$ cat src/srw_pkg.sv
// constants, register map and state types for the sleep/reset/watchdog block
// assumes a single 20 MHz clock and an 8-bit register port with 6-bit address
package srw_pkg;
    // register offsets in the i/o space
    localparam logic [5:0] WD_CTRL_ADDR = 6'h31;
    localparam logic [5:0] SUPPLY_CTRL_ADDR = 6'h34;
    localparam logic [5:0] CLOCK_GATE_ADDR = 6'h35;
    localparam logic [5:0] SLEEP_CONTROL_ADDR = 6'h3a;
    localparam logic [5:0] RESET_FLAGS_ADDR = 6'h3b;
    localparam logic [5:0] UNLOCK_ADDR = 6'h3c;
    localparam logic [7:0] UNLOCK_SIGNATURE = 8'hd8;

    // field positions
    localparam int SLEEP_ARM_BIT = 0;
    localparam int SLEEP_SEL_LSB = 1;
    localparam int TIMER_GATE_BIT = 0;
    localparam int ADC_GATE_BIT = 1;
    localparam int SUP_IE_BIT = 3;
    localparam int SUP_RST_BIT = 4;
    localparam int SUP_FLAG_BIT = 5;
    localparam int WD_FLAG_BIT = 7;
    localparam int WD_IE_BIT = 6;
    localparam int WD_P3_BIT = 5;
    localparam int WD_RE_BIT = 3;
    localparam int RF_POWER_ON = 0;
    localparam int RF_EXT = 1;
    localparam int RF_WD = 2;

    // sleep select encodings
    localparam logic [2:0] SEL_IDLE = 3'h0;
    localparam logic [2:0] SEL_ADC_NR = 3'h1;
    localparam logic [2:0] SEL_POWER_DOWN = 3'h2;
    localparam logic [2:0] SEL_STANDBY = 3'h4;

    // pin vector positions
    localparam int PIN_EXT_N = 0;
    localparam int PIN_POR = 1;
    localparam int PIN_BELOW = 2;
    localparam int PIN_OSC = 3;
    localparam int PIN_RST_EN = 4;
    localparam int PIN_LOCK = 5;
    localparam int PIN_COUNT = 6;

    // timing
    localparam int CLK_MHZ = 20;
    localparam int RESET_TIMEOUT_US = 64;
    localparam int RESET_DELAY_CYCLES = RESET_TIMEOUT_US * CLK_MHZ;
    localparam int OSC_STARTUP_US = 6;
    localparam logic [7:0] OSC_STARTUP_CYCLES = 8'(OSC_STARTUP_US * CLK_MHZ);
    localparam logic [7:0] WAKE_HALT_CYCLES = 8'h04;
    localparam logic [2:0] UNLOCK_WINDOW_CYCLES = 3'h4;
    localparam logic [20:0] WD_BASE_TICKS = 21'h000800;
    localparam logic [3:0] WD_LAST_PERIOD = 4'h9;

    typedef enum logic [1:0] {RST_HOLD, RST_DELAY, RST_RUN} rst_state_t;
    typedef enum logic [1:0] {PWR_RUN, PWR_SLEEP, PWR_WAKE} pwr_state_t;

    typedef struct packed {
        logic [3:0] sleep_control;
        logic [1:0] peripheral_clock_gate;
        logic [2:0] sup_level;
        logic supply_low_irq_enable;
        logic sup_rst;
        logic supply_low_flag;
        logic wd_flag;
        logic wd_ie;
        logic watchdog_reset_enable;
        logic [3:0] watchdog_period;
        logic [2:0] rst_flags;
    } regs_t;

    localparam regs_t REGS_RESET = '0;

    typedef struct packed {
        logic [PIN_COUNT-1:0] s1;
        logic [PIN_COUNT-1:0] s2;
        logic [PIN_COUNT-1:0] s3;
        logic [PIN_COUNT-1:0] lvl;
        rst_state_t rst_st;
        logic [19:0] rst_cnt;
        logic por_phase;
        logic por_seen;
        pwr_state_t pwr_st;
        logic [2:0] mode;
        logic [7:0] wake_cnt;
        logic [20:0] wd_cnt;
        logic wd_pulse;
        logic [2:0] unlock_cnt;
        regs_t r;
        logic [7:0] rdata;
        logic int_rst;
        logic vector;
        logic halt;
        logic sleeping;
        logic adc_en;
        logic tim_en;
        logic comp_mux;
        logic sup_irq;
        logic wd_irq;
    } state_t;
endpackage : srw_pkg

$ cat src/sleep_reset_watchdog_ctrl.sv
// sleep control, peripheral clock gating, reset sequencing and watchdog
// assumes core strobes on clk_i; pins and fuses arrive asynchronously
// and pass a three-stage filter; the watchdog oscillator arrives as a pin
`timescale 1ns/10ps
module sleep_reset_watchdog_ctrl #(
    parameter int RESET_DELAY = srw_pkg::RESET_DELAY_CYCLES
) (
    input wire logic clk_i,
    input wire logic sys_rst_i,
    input wire logic [5:0] addr_i,
    input wire logic [7:0] wdata_i,
    input wire logic we_i,
    input wire logic re_i,
    output logic [7:0] rdata_o,
    input wire logic sleep_instr_i,
    input wire logic wdr_instr_i,
    input wire logic irq_pending_i,
    input wire logic wd_irq_ack_i,
    input wire logic ext_reset_n_i,
    input wire logic rst_pin_enable_i,
    input wire logic supply_por_i,
    input wire logic supply_below_i,
    input wire logic watchdog_lock_fuse_i,
    input wire logic wd_osc_i,
    output logic internal_reset_o,
    output logic port_reset_o,
    output logic fetch_vector_o,
    output logic cpu_halt_o,
    output logic sleeping_o,
    output logic [2:0] sleep_mode_o,
    output logic adc_clk_en_o,
    output logic timer_clk_en_o,
    output logic comp_mux_allow_o,
    output logic supply_low_irq_o,
    output logic watchdog_irq_o,
    output logic [2:0] supply_level_o
);
    srw_pkg::state_t s;
    srw_pkg::state_t n;
    logic [srw_pkg::PIN_COUNT-1:0] pins;
    logic [srw_pkg::PIN_COUNT-1:0] rise;
    logic fuse;
    logic ext_low;
    logic por;
    logic below;
    logic wd_re_eff;
    logic unlocked;
    logic wd_on;
    logic hard;
    logic wake;
    logic io_run;
    logic adc_run;
    logic [2:0] sel;
    logic [2:0] flags_keep;
    logic raw_src;
    logic port_rst;

    // ten periods; reserved codes saturate at the longest one
    function automatic logic [20:0] wd_limit(input logic [3:0] p);
        logic [3:0] idx;
        idx = (p > srw_pkg::WD_LAST_PERIOD) ? srw_pkg::WD_LAST_PERIOD : p;
        return srw_pkg::WD_BASE_TICKS << idx;
    endfunction : wd_limit

    assign pins = {watchdog_lock_fuse_i, rst_pin_enable_i, wd_osc_i,
                   supply_below_i, supply_por_i, ext_reset_n_i};

    always_comb begin
        n = s;
        rise = '0;
        fuse = 1'b0;
        ext_low = 1'b0;
        por = 1'b0;
        below = 1'b0;
        wd_re_eff = 1'b0;
        unlocked = 1'b0;
        wd_on = 1'b0;
        hard = 1'b0;
        wake = 1'b0;
        io_run = 1'b0;
        adc_run = 1'b0;
        sel = s.r.sleep_control[srw_pkg::SLEEP_SEL_LSB +: 3];
        flags_keep = '0;

        // level changes only once stages two and three agree
        n.s1 = pins;
        n.s2 = s.s1;
        n.s3 = s.s2;
        n.lvl = (s.s2 & s.s3) | (s.lvl & (s.s2 | s.s3));
        rise = n.lvl & ~s.lvl;

        fuse = s.lvl[srw_pkg::PIN_LOCK];
        ext_low = s.lvl[srw_pkg::PIN_RST_EN] & ~s.lvl[srw_pkg::PIN_EXT_N];
        por = s.lvl[srw_pkg::PIN_POR];
        below = (s.r.sup_level != 3'h0) & s.lvl[srw_pkg::PIN_BELOW];
        // a pending watchdog reset flag keeps reset mode forced on
        wd_re_eff = s.r.watchdog_reset_enable | fuse
                    | s.r.rst_flags[srw_pkg::RF_WD];
        unlocked = s.unlock_cnt != 3'h0;
        n.vector = 1'b0;
        n.wd_pulse = 1'b0;
        if (unlocked) begin
            n.unlock_cnt = s.unlock_cnt - 3'h1;
        end

        if (we_i) begin
            case (addr_i)
                srw_pkg::SLEEP_CONTROL_ADDR: begin
                    n.r.sleep_control = wdata_i[3:0];
                end
                srw_pkg::CLOCK_GATE_ADDR: begin
                    n.r.peripheral_clock_gate = wdata_i[1:0];
                end
                srw_pkg::SUPPLY_CTRL_ADDR: begin
                    n.r.sup_level = wdata_i[2:0];
                    n.r.supply_low_irq_enable = wdata_i[srw_pkg::SUP_IE_BIT];
                    n.r.sup_rst = wdata_i[srw_pkg::SUP_RST_BIT];
                    // cleared by zero or level change
                    if (!wdata_i[srw_pkg::SUP_FLAG_BIT]
                        || wdata_i[2:0] != s.r.sup_level) begin
                        n.r.supply_low_flag = 1'b0;
                    end
                end
                srw_pkg::RESET_FLAGS_ADDR: begin
                    n.r.rst_flags = s.r.rst_flags & wdata_i[2:0];
                end
                srw_pkg::WD_CTRL_ADDR: begin
                    if (wdata_i[srw_pkg::WD_FLAG_BIT]) begin
                        n.r.wd_flag = 1'b0;
                    end
                    n.r.wd_ie = wdata_i[srw_pkg::WD_IE_BIT];
                    if (!fuse && (wdata_i[srw_pkg::WD_RE_BIT] || unlocked)) begin
                        n.r.watchdog_reset_enable = wdata_i[srw_pkg::WD_RE_BIT];
                    end
                    if (!fuse || unlocked) begin
                        n.r.watchdog_period = {wdata_i[srw_pkg::WD_P3_BIT],
                                               wdata_i[2:0]};
                    end
                    n.unlock_cnt = 3'h0;
                end
                srw_pkg::UNLOCK_ADDR: begin
                    if (wdata_i == srw_pkg::UNLOCK_SIGNATURE) begin
                        n.unlock_cnt = srw_pkg::UNLOCK_WINDOW_CYCLES;
                    end
                end
                default: begin
                end
            endcase
        end

        // vector entry: flag cleared, reset-mode combo drops the enable
        if (wd_irq_ack_i) begin
            n.r.wd_flag = 1'b0;
            if (wd_re_eff) begin
                n.r.wd_ie = 1'b0;
            end
        end

        // kick or disable clears the count
        wd_on = wd_re_eff | s.r.wd_ie;
        if (!wd_on || wdr_instr_i) begin
            n.wd_cnt = '0;
        // one step per oscillator rising edge
        end else if (rise[srw_pkg::PIN_OSC]) begin
            if (s.wd_cnt + 21'h1 == wd_limit(s.r.watchdog_period)) begin
                n.wd_cnt = '0;
                // interrupt first, reset if still unserved; with the lock fuse or the enable clear, reset at once
                if (fuse || (wd_re_eff && (!s.r.wd_ie || s.r.wd_flag))) begin
                    n.wd_pulse = 1'b1;
                end else begin
                    n.r.wd_flag = 1'b1;
                end
            end else begin
                n.wd_cnt = s.wd_cnt + 21'h1;
            end
        end

        // auto clear on recovery, set wins over any clear
        if (!below) begin
            n.r.supply_low_flag = 1'b0;
        end
        // rise is seen one cycle before below, so test the level alone
        if ((s.r.sup_level != 3'h0) && rise[srw_pkg::PIN_BELOW]) begin
            n.r.supply_low_flag = 1'b1;
        end

        // any source pulls reset in the next cycle
        // supply monitor reset mode joins the sources
        // pin masked during the power-on count
        hard = por | (below & s.r.sup_rst) | s.wd_pulse
               | (ext_low & ~s.por_phase);
        if (por) begin
            n.por_phase = 1'b1;
            n.por_seen = 1'b1;
        end
        // power-on flag once supply is back
        if (s.por_seen && !por) begin
            n.r.rst_flags[srw_pkg::RF_POWER_ON] = 1'b1;
            n.por_seen = 1'b0;
        end
        if (ext_low && !s.por_phase && s.rst_st == srw_pkg::RST_RUN) begin
            n.r.rst_flags[srw_pkg::RF_EXT] = 1'b1;
        end
        if (s.wd_pulse) begin
            n.r.rst_flags[srw_pkg::RF_WD] = 1'b1;
        end

        case (s.rst_st)
            srw_pkg::RST_HOLD: begin
                if (!hard) begin
                    n.rst_st = srw_pkg::RST_DELAY;
                    n.rst_cnt = '0;
                end
            end
            srw_pkg::RST_DELAY: begin
                if (hard) begin
                    n.rst_st = srw_pkg::RST_HOLD;
                end else if (s.rst_cnt == 20'(RESET_DELAY - 1)) begin
                    n.por_phase = 1'b0;
                    // pin still low extends the reset
                    if (s.por_phase && ext_low) begin
                        n.rst_st = srw_pkg::RST_HOLD;
                    end else begin
                        n.rst_st = srw_pkg::RST_RUN;
                        n.vector = 1'b1;
                    end
                end else begin
                    n.rst_cnt = s.rst_cnt + 20'h1;
                end
            end
            srw_pkg::RST_RUN: begin
                if (hard) begin
                    n.rst_st = srw_pkg::RST_HOLD;
                end
            end
            default: begin
                n.rst_st = srw_pkg::RST_HOLD;
            end
        endcase

        // watchdog interrupt is a wake source
        wake = irq_pending_i | (s.r.wd_flag & s.r.wd_ie);
        case (s.pwr_st)
            srw_pkg::PWR_RUN: begin
                if (sleep_instr_i && s.r.sleep_control[srw_pkg::SLEEP_ARM_BIT]
                    && (sel == srw_pkg::SEL_IDLE || sel == srw_pkg::SEL_ADC_NR
                        || sel == srw_pkg::SEL_POWER_DOWN
                        || sel == srw_pkg::SEL_STANDBY)) begin
                    n.pwr_st = srw_pkg::PWR_SLEEP;
                    n.mode = sel;
                end
            end
            srw_pkg::PWR_SLEEP: begin
                if (wake) begin
                    n.pwr_st = srw_pkg::PWR_WAKE;
                    n.wake_cnt = srw_pkg::WAKE_HALT_CYCLES - 8'h01;
                    if (s.mode == srw_pkg::SEL_POWER_DOWN) begin
                        n.wake_cnt = srw_pkg::OSC_STARTUP_CYCLES
                                     + srw_pkg::WAKE_HALT_CYCLES - 8'h01;
                    end
                end
            end
            srw_pkg::PWR_WAKE: begin
                if (s.wake_cnt == 8'h00) begin
                    n.pwr_st = srw_pkg::PWR_RUN;
                end else begin
                    n.wake_cnt = s.wake_cnt - 8'h01;
                end
            end
            default: begin
                n.pwr_st = srw_pkg::PWR_RUN;
            end
        endcase

        // registers and watchdog back to initial values
        // flags survive so software can see what caused the reset
        if (n.rst_st != srw_pkg::RST_RUN) begin
            flags_keep = n.r.rst_flags;
            n.r = srw_pkg::REGS_RESET;
            n.r.rst_flags = flags_keep;
            n.wd_cnt = '0;
            n.unlock_cnt = 3'h0;
            n.pwr_st = srw_pkg::PWR_RUN;
            n.mode = 3'h0;
            n.wake_cnt = 8'h00;
        end

        n.int_rst = n.rst_st != srw_pkg::RST_RUN;
        n.halt = n.int_rst | (n.pwr_st != srw_pkg::PWR_RUN);
        n.sleeping = n.pwr_st == srw_pkg::PWR_SLEEP;
        io_run = n.pwr_st != srw_pkg::PWR_SLEEP || n.mode == srw_pkg::SEL_IDLE;
        adc_run = io_run || n.mode == srw_pkg::SEL_ADC_NR;
        // gated timer clock holds its state
        n.tim_en = ~n.r.peripheral_clock_gate[srw_pkg::TIMER_GATE_BIT]
                   & io_run;
        // adc clock and comparator mux access
        n.adc_en = ~n.r.peripheral_clock_gate[srw_pkg::ADC_GATE_BIT] & adc_run;
        n.comp_mux = ~n.r.peripheral_clock_gate[srw_pkg::ADC_GATE_BIT];
        n.sup_irq = n.r.supply_low_flag & n.r.supply_low_irq_enable;
        n.wd_irq = n.r.wd_flag & n.r.wd_ie;

        // read data valid the cycle after the strobe only
        n.rdata = 8'h00;
        if (re_i) begin
            case (addr_i)
                srw_pkg::SLEEP_CONTROL_ADDR: begin
                    n.rdata = {4'h0, s.r.sleep_control};
                end
                srw_pkg::CLOCK_GATE_ADDR: begin
                    n.rdata = {6'h00, s.r.peripheral_clock_gate};
                end
                srw_pkg::SUPPLY_CTRL_ADDR: begin
                    n.rdata = {2'h0, s.r.supply_low_flag, s.r.sup_rst,
                               s.r.supply_low_irq_enable, s.r.sup_level};
                end
                srw_pkg::RESET_FLAGS_ADDR: begin
                    n.rdata = {5'h00, s.r.rst_flags};
                end
                srw_pkg::WD_CTRL_ADDR: begin
                    n.rdata = {s.r.wd_flag, s.r.wd_ie,
                               s.r.watchdog_period[3], 1'b0, wd_re_eff,
                               s.r.watchdog_period[2:0]};
                end
                default: begin
                    n.rdata = 8'h00;
                end
            endcase
        end

        if (sys_rst_i) begin
            n = '0;
            n.int_rst = 1'b1;
            n.halt = 1'b1;
        end
    end

    always_ff @(posedge clk_i) begin
        s <= n;
    end

    // pins reset without a clock; raw sources may glitch the
    // pins briefly, which only costs a spurious tristate, never a drive
    assign raw_src = supply_por_i | (rst_pin_enable_i & ~ext_reset_n_i);
    always_ff @(posedge clk_i or posedge raw_src) begin
        if (raw_src) begin
            port_rst <= 1'b1;
        end else begin
            port_rst <= s.int_rst | sys_rst_i;
        end
    end

    assign rdata_o = s.rdata;
    assign internal_reset_o = s.int_rst;
    assign port_reset_o = port_rst;
    assign fetch_vector_o = s.vector;
    assign cpu_halt_o = s.halt;
    assign sleeping_o = s.sleeping;
    assign sleep_mode_o = s.mode;
    assign adc_clk_en_o = s.adc_en;
    assign timer_clk_en_o = s.tim_en;
    assign comp_mux_allow_o = s.comp_mux;
    assign supply_low_irq_o = s.sup_irq;
    assign watchdog_irq_o = s.wd_irq;
    assign supply_level_o = s.r.sup_level;
endmodule : sleep_reset_watchdog_ctrl

$ cat config.mk
export PLATFORM = sky130hd
export DESIGN_NAME = sleep_reset_watchdog_ctrl
export DESIGN_NICKNAME = d
export VERILOG_FILES = /design/src/srw_pkg.sv /design/src/sleep_reset_watchdog_ctrl.sv
export SDC_FILE = /design/constraint.sdc
export NUM_CORES = 1
export LEC_CHECK = 0
export ABC_AREA = 1
export BUFFER_PORTS_ARGS = -buffer_cell sky130_fd_sc_hd__buf_4
export CORE_ASPECT_RATIO = 0.5
export CORE_MARGIN = 10
export CORE_UTILIZATION = 30
export CTS_CLUSTER_DIAMETER = 100
export DETAILED_ROUTE_END_ITERATION = 16
export HOLD_SLACK_MARGIN = 0.15
export SYNTH_ARGS = -nofsm -noshare
export SYNTH_HDL_FRONTEND = slang
export SYNTH_SLANG_ARGS = --single-unit
$ cat constraint.sdc
create_clock -name clk_i -period 5 [get_ports clk_i]
set_input_delay 0 -clock clk_i [delete_from_list [all_inputs] [get_ports clk_i]]
set_output_delay 0 -clock clk_i [all_outputs]
set_load 0.005 [all_outputs]
==> results by group, run 1 <==
Global route
  • Vias in the first global route: approximately 6000
  • First-pass GRT wire length: 28700 um
  • Largest net degree at the start of global routing: 43
  • Total grt overflow: 0
  • Initial antenna violation count: 0
  • Total global-route track usage: around an eighth

Yosys
  • Yosys reg bits: around 130
  • Mapped Nets: 965
  • Most frequent cell after synthesis: nand2_1
  • YS warnings: 0
  • Syn Inst Count: about 930
  • Synth Area per Inst: 7.05 um2
  • Predominant post-synthesis flop cell: dfxtp_1
  • Synth Cell Area: between 6000 and 7000 um2
  • Async SR Flop Fraction: less than 1%
  • Sequential element share of the synthesized area: between 30% and 40%
  • Post-synth EDFFs: 0
  • Synth area leaders: dfxtp_1 38%, nand2_1 11%, nor2_1 7.4%
  • Synth area leader: dfxtp_1
  • Yosys cell types: 52
  • Top cells by count, synth: 201 x nand2_1, 130 x nor2_1, 125 x dfxtp_1
  • Share of the synthesized area in the top cell type: about two fifths

Floorplanning
  • I/O Pins: 52
  • Core region area: roughly 22000 um2
  • Die span in y: about 120 um
  • Die area: 28600 um2
  • FP Rows: 38
  • Initial core utilization: between 30% and 40%
  • Die W: 229 um

STA
  • Pins Over Slew Limit: 0
  • Crit path time final: between 3 and 4 ns
  • Fin crit share: between 60 and 70%
  • Slew margin rel.: approximately 50%
  • Clk_skew: 0.0123 ns
  • # setup viols final: 0
  • RSZ-0062 raised after global routing: no
  • Fmax: ~320 MHz
  • Worst-Margin Slew: 0.746 ns
  • Worst setup margin: between 1.5 and 2 ns
  • Total negative slack: 0 ns
  • Hold Vio Cnt, Final: 0

Clock network
  • CTS sink cnt: between 100 and 150
  • Skew-Pair Late Insertion Delay: between 0.4 and 0.5 ns
  • Clock Tree Root: clkbuf_16
  • H-tree levels: 4
  • CTS Buffer Depth: 2
  • CTS buffer count: 17
  • Clock tree from TritonCTS: yes
  • Worst-path clk slew: around 0.07 ns

Drt
  • # DRC: 0
  • Routed wire length: approximately 17000 um
  • Vias per std cell: around 4.6
  • Vias: 6124
  • Wire per inst: 12.8 um
  • Initial DRC Count: ~400
  • Drt pass-1 iters: 5
  • Post-DRT Antenna Nets: 0

Final layout
  • ANT cells: 0
  • Area Overhead vs Synth: 22.9%
  • Final net count: 1042
  • Layout cells sized above 1: about 16%
  • Final Core Density: between 30% and 40%
  • Design Area, Final: just over 8000 um2

Worst hold path
  • WHS Path Cells: 6
  • HP Class: input port to flip-flop
  • Hold Startpoint: wdata_i[6]
  • Endpoint, Worst Hold: s[40]

Critical path
  • FF-to-FF End: s[35]
  • Arrival @ worst endpoint: between 3 and 4 ns
  • Crit Path Max Fanout: 10
  • RR Startpoint: s[79]
  • Crit Path Class: input port to flip-flop
  • CP required: ~5.4 ns
  • Worst Setup Start Kind: input port
  • FF-to-FF path depth: 10
  • Setup crit end kind: flip-flop
  • FF-to-FF setup slack: between 2 and 2.5 ns

Power and ir drop
  • P_int: 1750 uW
  • Leakage: 0.00293 uW
  • Flop pwr share: 44.4%
  • Comb pwr share: roughly 3.6%
  • Psw: approximately 550 uW
  • PwrDens: ~280 nW/um2
  • Clock share of power: 52.1%
  • Sw frac: between 20% and 30%
  • Peak supply drop: 0.000182 V

Place
  • PortBufs: 51
  • Post-DP HPWL: approximately 12000 um
  • Placed instance area: 7130 um2
  • DP Worst Slack: ~2.5 ns
  • GP Congestion: 0.913

Job
  • Max_cap viols: 0

Status
  • Status: finished, final reports clean
## cells by family after synthesis
| logic type | count (synthesis) | share of synthesized area (%) |
|---|---|---|
| xor+xnor | 11 | 1.47 |
| compound gates | 135 | 12.8 |
| buf+inv | 160 | 10.5 |
| simple gates | 493 | 35.6 |
| flops | 126 | 38.5 |
| fa+ha+maj | 6 | 1.14 |
## stage by stage
stage	instances	power (uW)	hold slack (ns)
finish	1321	2300	0.164
global route	1321	2380	0.191
CTS	1321	2320	0.158
detailed placement	1252	1100	0.0926
global placement	1252	1100	0.0876
floorplan	931	1070	-0.0332
## critical path, cell delays in order
cell,delay (ns)
dlygate4sd3_1,0.54
buf_4,0.14
inv_1,0.10
nand4_1,0.12
dlygate4sd3_1,0.57
nor2_1,0.26
inv_1,0.20
nor2_2,0.42
nand2_1,0.10
o21ai_0,0.09
o21ai_0,0.09
dlygate4sd3_1,0.56
nor2_1,0.14
inv_1,0.05
nor2_1,0.08
## power groups by stage
| stage | registers, uW | clock network [uW] | logic (uW) |
|---|---|---|---|
| 3_5_place_dp | 1040 | 0 | 61.7 |
| 3_3_place_gp | 1040 | 0 | 61.3 |
| 5_1_grt | 1020 | 1270 | 90.7 |
| 2_1_floorplan | 1040 | 0 | 30.2 |
| 4_1_cts | 1020 | 1220 | 81.6 |
| 6_report | 1020 | 1200 | 81.8 |
## layout by cell type (no fill, tap or decap), types with 6 or more instances in the layout
master         count
nor3_1            21
xor2_1             7
dlygate4sd3_1     37
a21oi_1           45
inv_1            121
ha_1               6
o22ai_1            6
a21oi_2           17
nand3_1           45
nand2_2           10
nand3b_1           8
nor2_1           129
nor2_2            14
nor2_4             7
buf_4             52
clkbuf_16         17
a211oi_1           7
nand3_2           14
nand2_1          201
dfxtp_1          125
o21ai_0           32
nand4_1           24
## how the worst max path moves through the flow
stage	end	start	slack [ns]	depth (start not counted)
2_1_floorplan	s[57]	s[43]	3.04	15
3_3_place_gp	s[91]	s[79]	2.59	11
3_5_place_dp	s[96]	s[79]	2.50	12
4_1_cts	watchdog_irq_o	addr_i[1]	1.96	15
5_1_grt	watchdog_irq_o	addr_i[1]	1.78	15
6_report	watchdog_irq_o	addr_i[1]	1.89	15
## sequential cells by signal (all words and copies together), names as in the netlist
register and cells:
watchdog_irq_o 1, fetch_vector_o 1, cpu_halt_o 1, por 1, sleeping_o 1, comp_mux_allow_o 1
supply_low_irq_o 1, fuse 1, rdata_o 8, adc_clk_en_o 1, internal_reset_o 1, supply_level_o 3
s 100, timer_clk_en_o 1, port_reset_o 1, sleep_mode_o 3
## routing by layer
metal | track usage, % | up-vias | routed length [um]
met4 | 4.34 | 0 | 325
met5 | 0 | - | 0
li1 | - | 3159 | -
met3 | 2.61 | 22 | 696
met2 | 21.9 | 123 | 8420
met1 | 13.5 | 2820 | 7430
## cell type report
| cell class | count | area [um2] |
|---|---|---|
| Fill cell | 2287 | 13500 |
| Multi-Input combinational cell | 645 | 3350 |
| Sequential cell | 126 | 2530 |
| Timing Repair Buffer | 89 | 761 |
| Inverter | 129 | 488 |
| Clock buffer | 19 | 433 |
| Tap cell | 300 | 375 |
| Clock inverter | 13 | 131 |
## timing repair
action | in CTS | in global routing
hold buffers | 37 | 0
gates resized for setup | 0 | 0
endpoints found under the setup margin | 0 | 0
endpoints found under the hold margin | 70 | 0
setup buffers | 0 | 0
(Power assumes the default switching activity.)
==> run 2, diff against run 1 <==
--- a/config.mk
+++ b/config.mk
@@ -5,7 +5,7 @@
 export SDC_FILE = /design/constraint.sdc
 export NUM_CORES = 1
 export LEC_CHECK = 0
-export ABC_AREA = 1
+export ABC_AREA = 0
 export BUFFER_PORTS_ARGS = -buffer_cell sky130_fd_sc_hd__buf_4
 export CORE_ASPECT_RATIO = 0.5
 export CORE_MARGIN = 10
==> constraint.sdc (replaced) <==
create_clock -name clk_i -period 3 [get_ports clk_i]
set_input_delay 0 -clock clk_i [delete_from_list [all_inputs] [get_ports clk_i]]
set_output_delay 0 -clock clk_i [all_outputs]
set_load 0.005 [all_outputs]
==> results by group, run 2 <==
Global route
  • Total grt overflow: 0
  • Vias in the first global route: about 5200
  • Total global-route track usage: 11.3%
  • Initial antenna violation count: 0
  • First-pass GRT wire length: around 25000 um
  • Largest net degree at the start of global routing: 41

Drt
  • # DRC: 0
  • Drt pass-1 iters: 6
  • Wire per inst: about 14 um
  • Vias per std cell: roughly 5.0
  • Vias: between 5000 and 6000
  • Post-DRT Antenna Nets: 0
  • Routed wire length: roughly 15000 um
  • Initial DRC Count: 378

Floorplanning
  • Die W: 223 um
  • Initial core utilization: between 30% and 40%
  • FP Rows: 36
  • Die span in y: between 100 and 150 um
  • Core region area: slightly below 20000 um2
  • I/O Pins: 52
  • Die area: around 27000 um2

Place
  • PortBufs: slightly above 50
  • GP Congestion: roughly 0.85
  • Post-DP HPWL: 10900 um

Yosys
  • YS warnings: 0
  • Synth Cell Area: just over 6000 um2
  • Async SR Flop Fraction: less than 1%
  • Yosys cell types: 66
  • Share of the synthesized area in the top cell type: 40.6%
  • Synth Area per Inst: 8.55 um2
  • Most frequent cell after synthesis: dfxtp_1
  • Syn Inst Count: ~700
  • Mapped Nets: ~760
  • Predominant post-synthesis flop cell: dfxtp_1
  • Synth area leader: dfxtp_1
  • Synth area leaders: dfxtp_1 41%, nor2_1 5.1%, xnor2_1 4.5%
  • Yosys reg bits: approximately 130
  • Top cells by count, synth: 125 x dfxtp_1, 83 x nor2_1, 61 x nand2_1
  • Post-synth EDFFs: 0
  • Sequential element share of the synthesized area: 41.0%

STA
  • Slew margin rel.: a little over two fifths
  • Total negative slack: 0 ns
  • Crit path time final: 2.78 ns
  • RSZ-0062 raised after global routing: no
  • # setup viols final: 0
  • Fin crit share: between 90 and 100%
  • Fmax: between 300 and 400 MHz
  • Clk_skew: between 0.01 and 0.015 ns
  • Pins Over Slew Limit: 0
  • Worst-Margin Slew: 0.860 ns
  • Hold Vio Cnt, Final: 0

Clock network
  • H-tree levels: 4
  • CTS Buffer Depth: 2
  • Worst-path clk slew: 0.06 ns
  • CTS sink cnt: 126
  • Clock tree from TritonCTS: yes
  • Skew-Pair Late Insertion Delay: about 0.42 ns
  • Clock Tree Root: clkbuf_16
  • Post-CTS setup buffer count: 0
  • CTS buffer count: 17

Worst hold path
  • HP Class: input port to flip-flop

Final layout
  • Max FFs per register: 100
  • Commonest cells after routing, fill and taps aside: 125 x dfxtp_1, 83 x nor2_1, 70 x buf_4
  • Layout cells sized above 1: between 10% and 20%
  • ANT cells: 0
  • Area Overhead vs Synth: 25.6%
  • Final net count: between 800 and 900
  • Top reg by flops: s
  • Most common cell after layout, fill and taps aside: dfxtp_1

Power and ir drop
  • PwrDens: 514 nW/um2
  • Pwr Total: ~4000 uW
  • Leakage: between 0.002 and 0.003 uW
  • Peak supply drop: slightly below 0.0004 V

Critical path
  • CP peak stage delay: roughly 0.63 ns
  • FF-to-FF setup slack: 0.22 ns
  • Worst Setup Start Kind: flip-flop
  • Worst path slowest cell: or4_4
  • Crit path max-delay family: simple AND/OR/NAND/NOR gates
  • Arrival @ worst endpoint: about 3 ns
  • Crit Path Class: flip-flop to flip-flop
  • WP buf/inv: 1
  • Crit Path Max Fanout: 10
  • Setup crit end kind: flip-flop
  • CP required: 3.29 ns
  • Critical-path cell list: nand4_1 -> or4_4 -> o21a_2 -> a2111oi_4 -> a21oi_2 -> nor4_2 -> buf_4 -> a211oi_2

Job
  • Max_cap viols: 0

Status
  • Status: finished, final reports clean
run 2: changes by cell type after synthesis, moves of 16 or more:
cell     change
nand2_1    -140
inv_1      -102
nor2_1      -47
xnor2_1     +28
nor2b_1     +23
nand3_1     -20
mux2i_1     +17
a21oi_2     -16
run 2: through the flow:
stage                     cells  instance area [um2]  utilization (%)  hold WS, ns  setup WS, ns
final                      1073                 7740             39.1        0.159         0.223
after global placement     1006                 6760             34.1        0.109         0.242
after floorplan             721                 6160                -      -0.0332         0.418
after CTS                  1073                 7730             39.0        0.153         0.129
after detailed placement   1006                 6760             34.1       0.0951         0.149
after global routing       1073                 7740             39.1        0.179        0.0153
run 2: final cells by class:
type | count | area [um2]
fill | 1985 | 12100
multi-input combinational | 525 | 3310
sequential | 126 | 2530
timing repair buffer | 105 | 876
clock buffer | 20 | 467
tap | 266 | 333
clock inverter | 12 | 159
inverter | 19 | 71.3
run 2: per-layer routing:
metal  wire (um)  vias to the layer above  GRT usage [%]
met1        6940                     2540           13.3
met3         629                       29           3.03
met5           0                        -              0
li1            -                     2690              -
met4         312                        0           4.74
met2        7590                      119           19.2
run 2: kinds of logic (layout without fill, tap and decap cells):
| group | count (synthesis) | count (layout) | synth area share (%) |
|---|---|---|---|
| AOI/OAI and AO/OA | 128 | 128 | 14.3 |
| xor gates and xnor gates | 49 | 49 | 6.96 |
| adders and majority gates | 6 | 6 | 1.22 |
| buffers and inverters | 70 | 156 | 5.42 |
| DFF | 126 | 126 | 41.0 |
| muxes | 20 | 20 | 3.31 |
| and+or+nand+nor | 322 | 322 | 27.7 |
run 2: worst reg2reg max path, delay by kind of cell (launching register included):
kind | cells | cell delay (ns)
compound gates | 4 | 0.80
buf+inv | 1 | 0.27
flops | 1 | 0.45
simple gates | 3 | 1.15
run 2: what timing repair did:
item                                    4_1_cts  5_1_grt
endpoints found under the hold margin        70        0
endpoints found under the setup margin        0       10
hold buffers                                 35        0
gates resized for setup                       0        2
run 2: path summary, 6_finish.rpt:
check / from / to / cells past startpoint
worst max-delay path: s[56] / s[58] / 8
worst min-delay path: sleep_instr_i / sleep_mode_o[2] / 4
worst max register to register: s[56] / s[58] / 8
worst min register to register: s[122] / s[116] / 1
max in group asynchronous: rst_pin_enable_i / port_reset_o / 4
min in group asynchronous: supply_por_i / port_reset_o / 4
run 2: power breakdown:
part           internal (uW)  switching, uW
sequential              1690           8.29
clock                   1380            784
combinational           66.6           58.8
==> run 3, diff against run 2 <==
--- a/config.mk
+++ b/config.mk
@@ -6,11 +6,12 @@
 export NUM_CORES = 1
 export LEC_CHECK = 0
 export ABC_AREA = 0
-export BUFFER_PORTS_ARGS = -buffer_cell sky130_fd_sc_hd__buf_4
+export BUFFER_PORTS_ARGS = -buffer_cell sky130_fd_sc_hd__buf_2
 export CORE_ASPECT_RATIO = 0.5
 export CORE_MARGIN = 10
 export CORE_UTILIZATION = 30
 export CTS_CLUSTER_DIAMETER = 100
+export CTS_CLUSTER_SIZE = 12
 export DETAILED_ROUTE_END_ITERATION = 16
 export HOLD_SLACK_MARGIN = 0.15
 export SYNTH_ARGS = -nofsm -noshare
==> constraint.sdc (replaced) <==
create_clock -name clk_i -period 3.5 [get_ports clk_i]
set_input_delay 0 -clock clk_i [delete_from_list [all_inputs] [get_ports clk_i]]
set_output_delay 0 -clock clk_i [all_outputs]
set_load 0.005 [all_outputs]
==> results by group, run 3 (synthesis results as in run 2) <==
Clock network
  • Worst-path clk slew: ~0.060 ns
  • CTS sink cnt: between 100 and 150
  • Clock tree from TritonCTS: yes
  • Clock Tree Root: clkbuf_16
  • CTS buffer count: 17
  • H-tree levels: 4
  • Skew-Pair Late Insertion Delay: ~0.42 ns
  • CTS Buffer Depth: 2
  • Post-CTS setup buffer count: 0

Final layout
  • Layout fillers: roughly 2000
  • Commonest cells after routing, fill and taps aside: 125 x dfxtp_1, 83 x nor2_1, 61 x nand2_1
  • Final net count: between 800 and 900
  • Area of the multi-input gates: approximately 3300 um2
  • Total area of sequential cells: between 2000 and 3000 um2
  • ANT cells: 0
  • Layout cells sized above 1: 15.1%
  • Area Overhead vs Synth: 21.9%
  • Most common cell after layout, fill and taps aside: dfxtp_1
  • Top reg by flops: s
  • Max FFs per register: 100

Floorplanning
  • Die area: about 27000 um2
  • I/O Pins: 52
  • Initial core utilization: between 30% and 40%
  • Die span in y: around 120 um
  • Die W: around 220 um
  • FP Rows: 36
  • Core region area: approximately 20000 um2

STA
  • # setup viols final: 0
  • Hold Vio Cnt, Final: 0
  • Clk_skew: 0.0119 ns
  • RSZ-0062 raised after global routing: no
  • Pins Over Slew Limit: 0
  • Worst setup margin: 0.245 ns
  • Fin crit share: 93.0%
  • Total negative slack: 0 ns
  • Hold WS: ~0.16 ns
  • Crit path time final: around 3.3 ns
  • Fmax: around 310 MHz
  • Worst-Margin Slew: between 0.9 and 1 ns
  • Slew margin rel.: roughly 34%

Global route
  • First-pass GRT wire length: about 26000 um
  • Initial antenna violation count: 0
  • Total global-route track usage: roughly 12%
  • Largest net degree at the start of global routing: 40
  • Vias in the first global route: about 5200
  • Total grt overflow: 0

Place
  • GP Congestion: 0.853
  • DP Worst Slack: between 0.4 and 0.5 ns
  • Post-DP HPWL: about 11000 um
  • PortBufs: 51

Drt
  • Initial DRC Count: approximately 470
  • Post-DRT Antenna Nets: 0
  • Wire per inst: about 15 um
  • # DRC: 0
  • Drt pass-1 iters: 9
  • Vias per std cell: roughly 5.0
  • Routed wire length: around 16000 um
  • Vias: ~5400

Power and ir drop
  • PwrDens: between 400 and 500 nW/um2
  • Peak supply drop: about 0.00034 V
  • Leakage: roughly 0.0026 uW

Worst hold path
  • Hold Startpoint: addr_i[4]
  • HP Class: input port to flip-flop

Critical path
  • Crit Path Class: flip-flop to flip-flop
  • Crit Path Max Fanout: 14
  • Worst Setup Start Kind: flip-flop
  • Crit path launch: s[45]
  • RR Startpoint: s[45]
  • CP required: about 3.9 ns
  • Arrival @ worst endpoint: 3.61 ns
  • Setup crit end kind: flip-flop

Status
  • Status: finished, final reports clean

Job
  • Max_cap viols: 0
## run 3: power breakdown
| part | internal (uW) | switching, uW | total (uW) |
|---|---|---|---|
| clock network | 1020 | 674 | 1690 |
| registers | 1450 | 6.94 | 1450 |
| logic | 50.1 | 49.5 | 99.6 |
| total | 2520 | 730 | 3250 |
## run 3: layer usage
layer / vias to the layer above / track usage, % / share of wire (%)
met2: 103 / 19.4 / 48
met4: 0 / 5.41 / 2.2
li1: 2671 / - / -
met1: 2562 / 13.9 / 46
met5: - / 0 / 0
met3: 27 / 2.53 / 4.4
## run 3: area by class of cell
type	count	share of cell area, %
clock buffers	21	6.13
clock inverters	11	1.45
inverters	19	0.950
multi-input cells	525	44.1
flip-flops and latches	126	33.7
well taps	266	4.43
repair buffers	97	9.30
## run 3: worst max-delay path, cell delays in order (launching register included)
cell and delay [ns]:
dfxtp_1 0.44, and4_1 0.37, nand3_2 0.30, nor4b_2 0.42, or4b_1 0.17, o211ai_1 0.17
or4b_1 0.63, o21ai_1 0.15, dlygate4sd3_1 0.55
## run 3: path summary, 6_finish.rpt
path,end,slack (ns),cells past startpoint
worst min-delay path,rdata_o[0],0.16,5
max in group asynchronous,port_reset_o,2.72,5
worst min register to register,s[113],0.43,1
min in group asynchronous,port_reset_o,0.74,4
worst max-delay path,watchdog_irq_o,0.24,8
worst max register to register,watchdog_irq_o,0.24,8
## run 3: stage by stage
stage                     total power [uW]  area (um2)  cells  util, %
after global routing                  3360        7510   1065     37.9
final                                 3250        7510   1065     37.9
after detailed placement              1560        6540    994     33.0
after CTS                             3280        7500   1065     37.8
after floorplan                       1520        6160    721        -
after global placement                1560        6540    994     33.0
## run 3: repair_timing
action,4_1_cts,5_1_grt
hold buffers,39,0
gates resized for setup,0,2
endpoints found under the setup margin,0,1
hold endpoints to repair,60,0
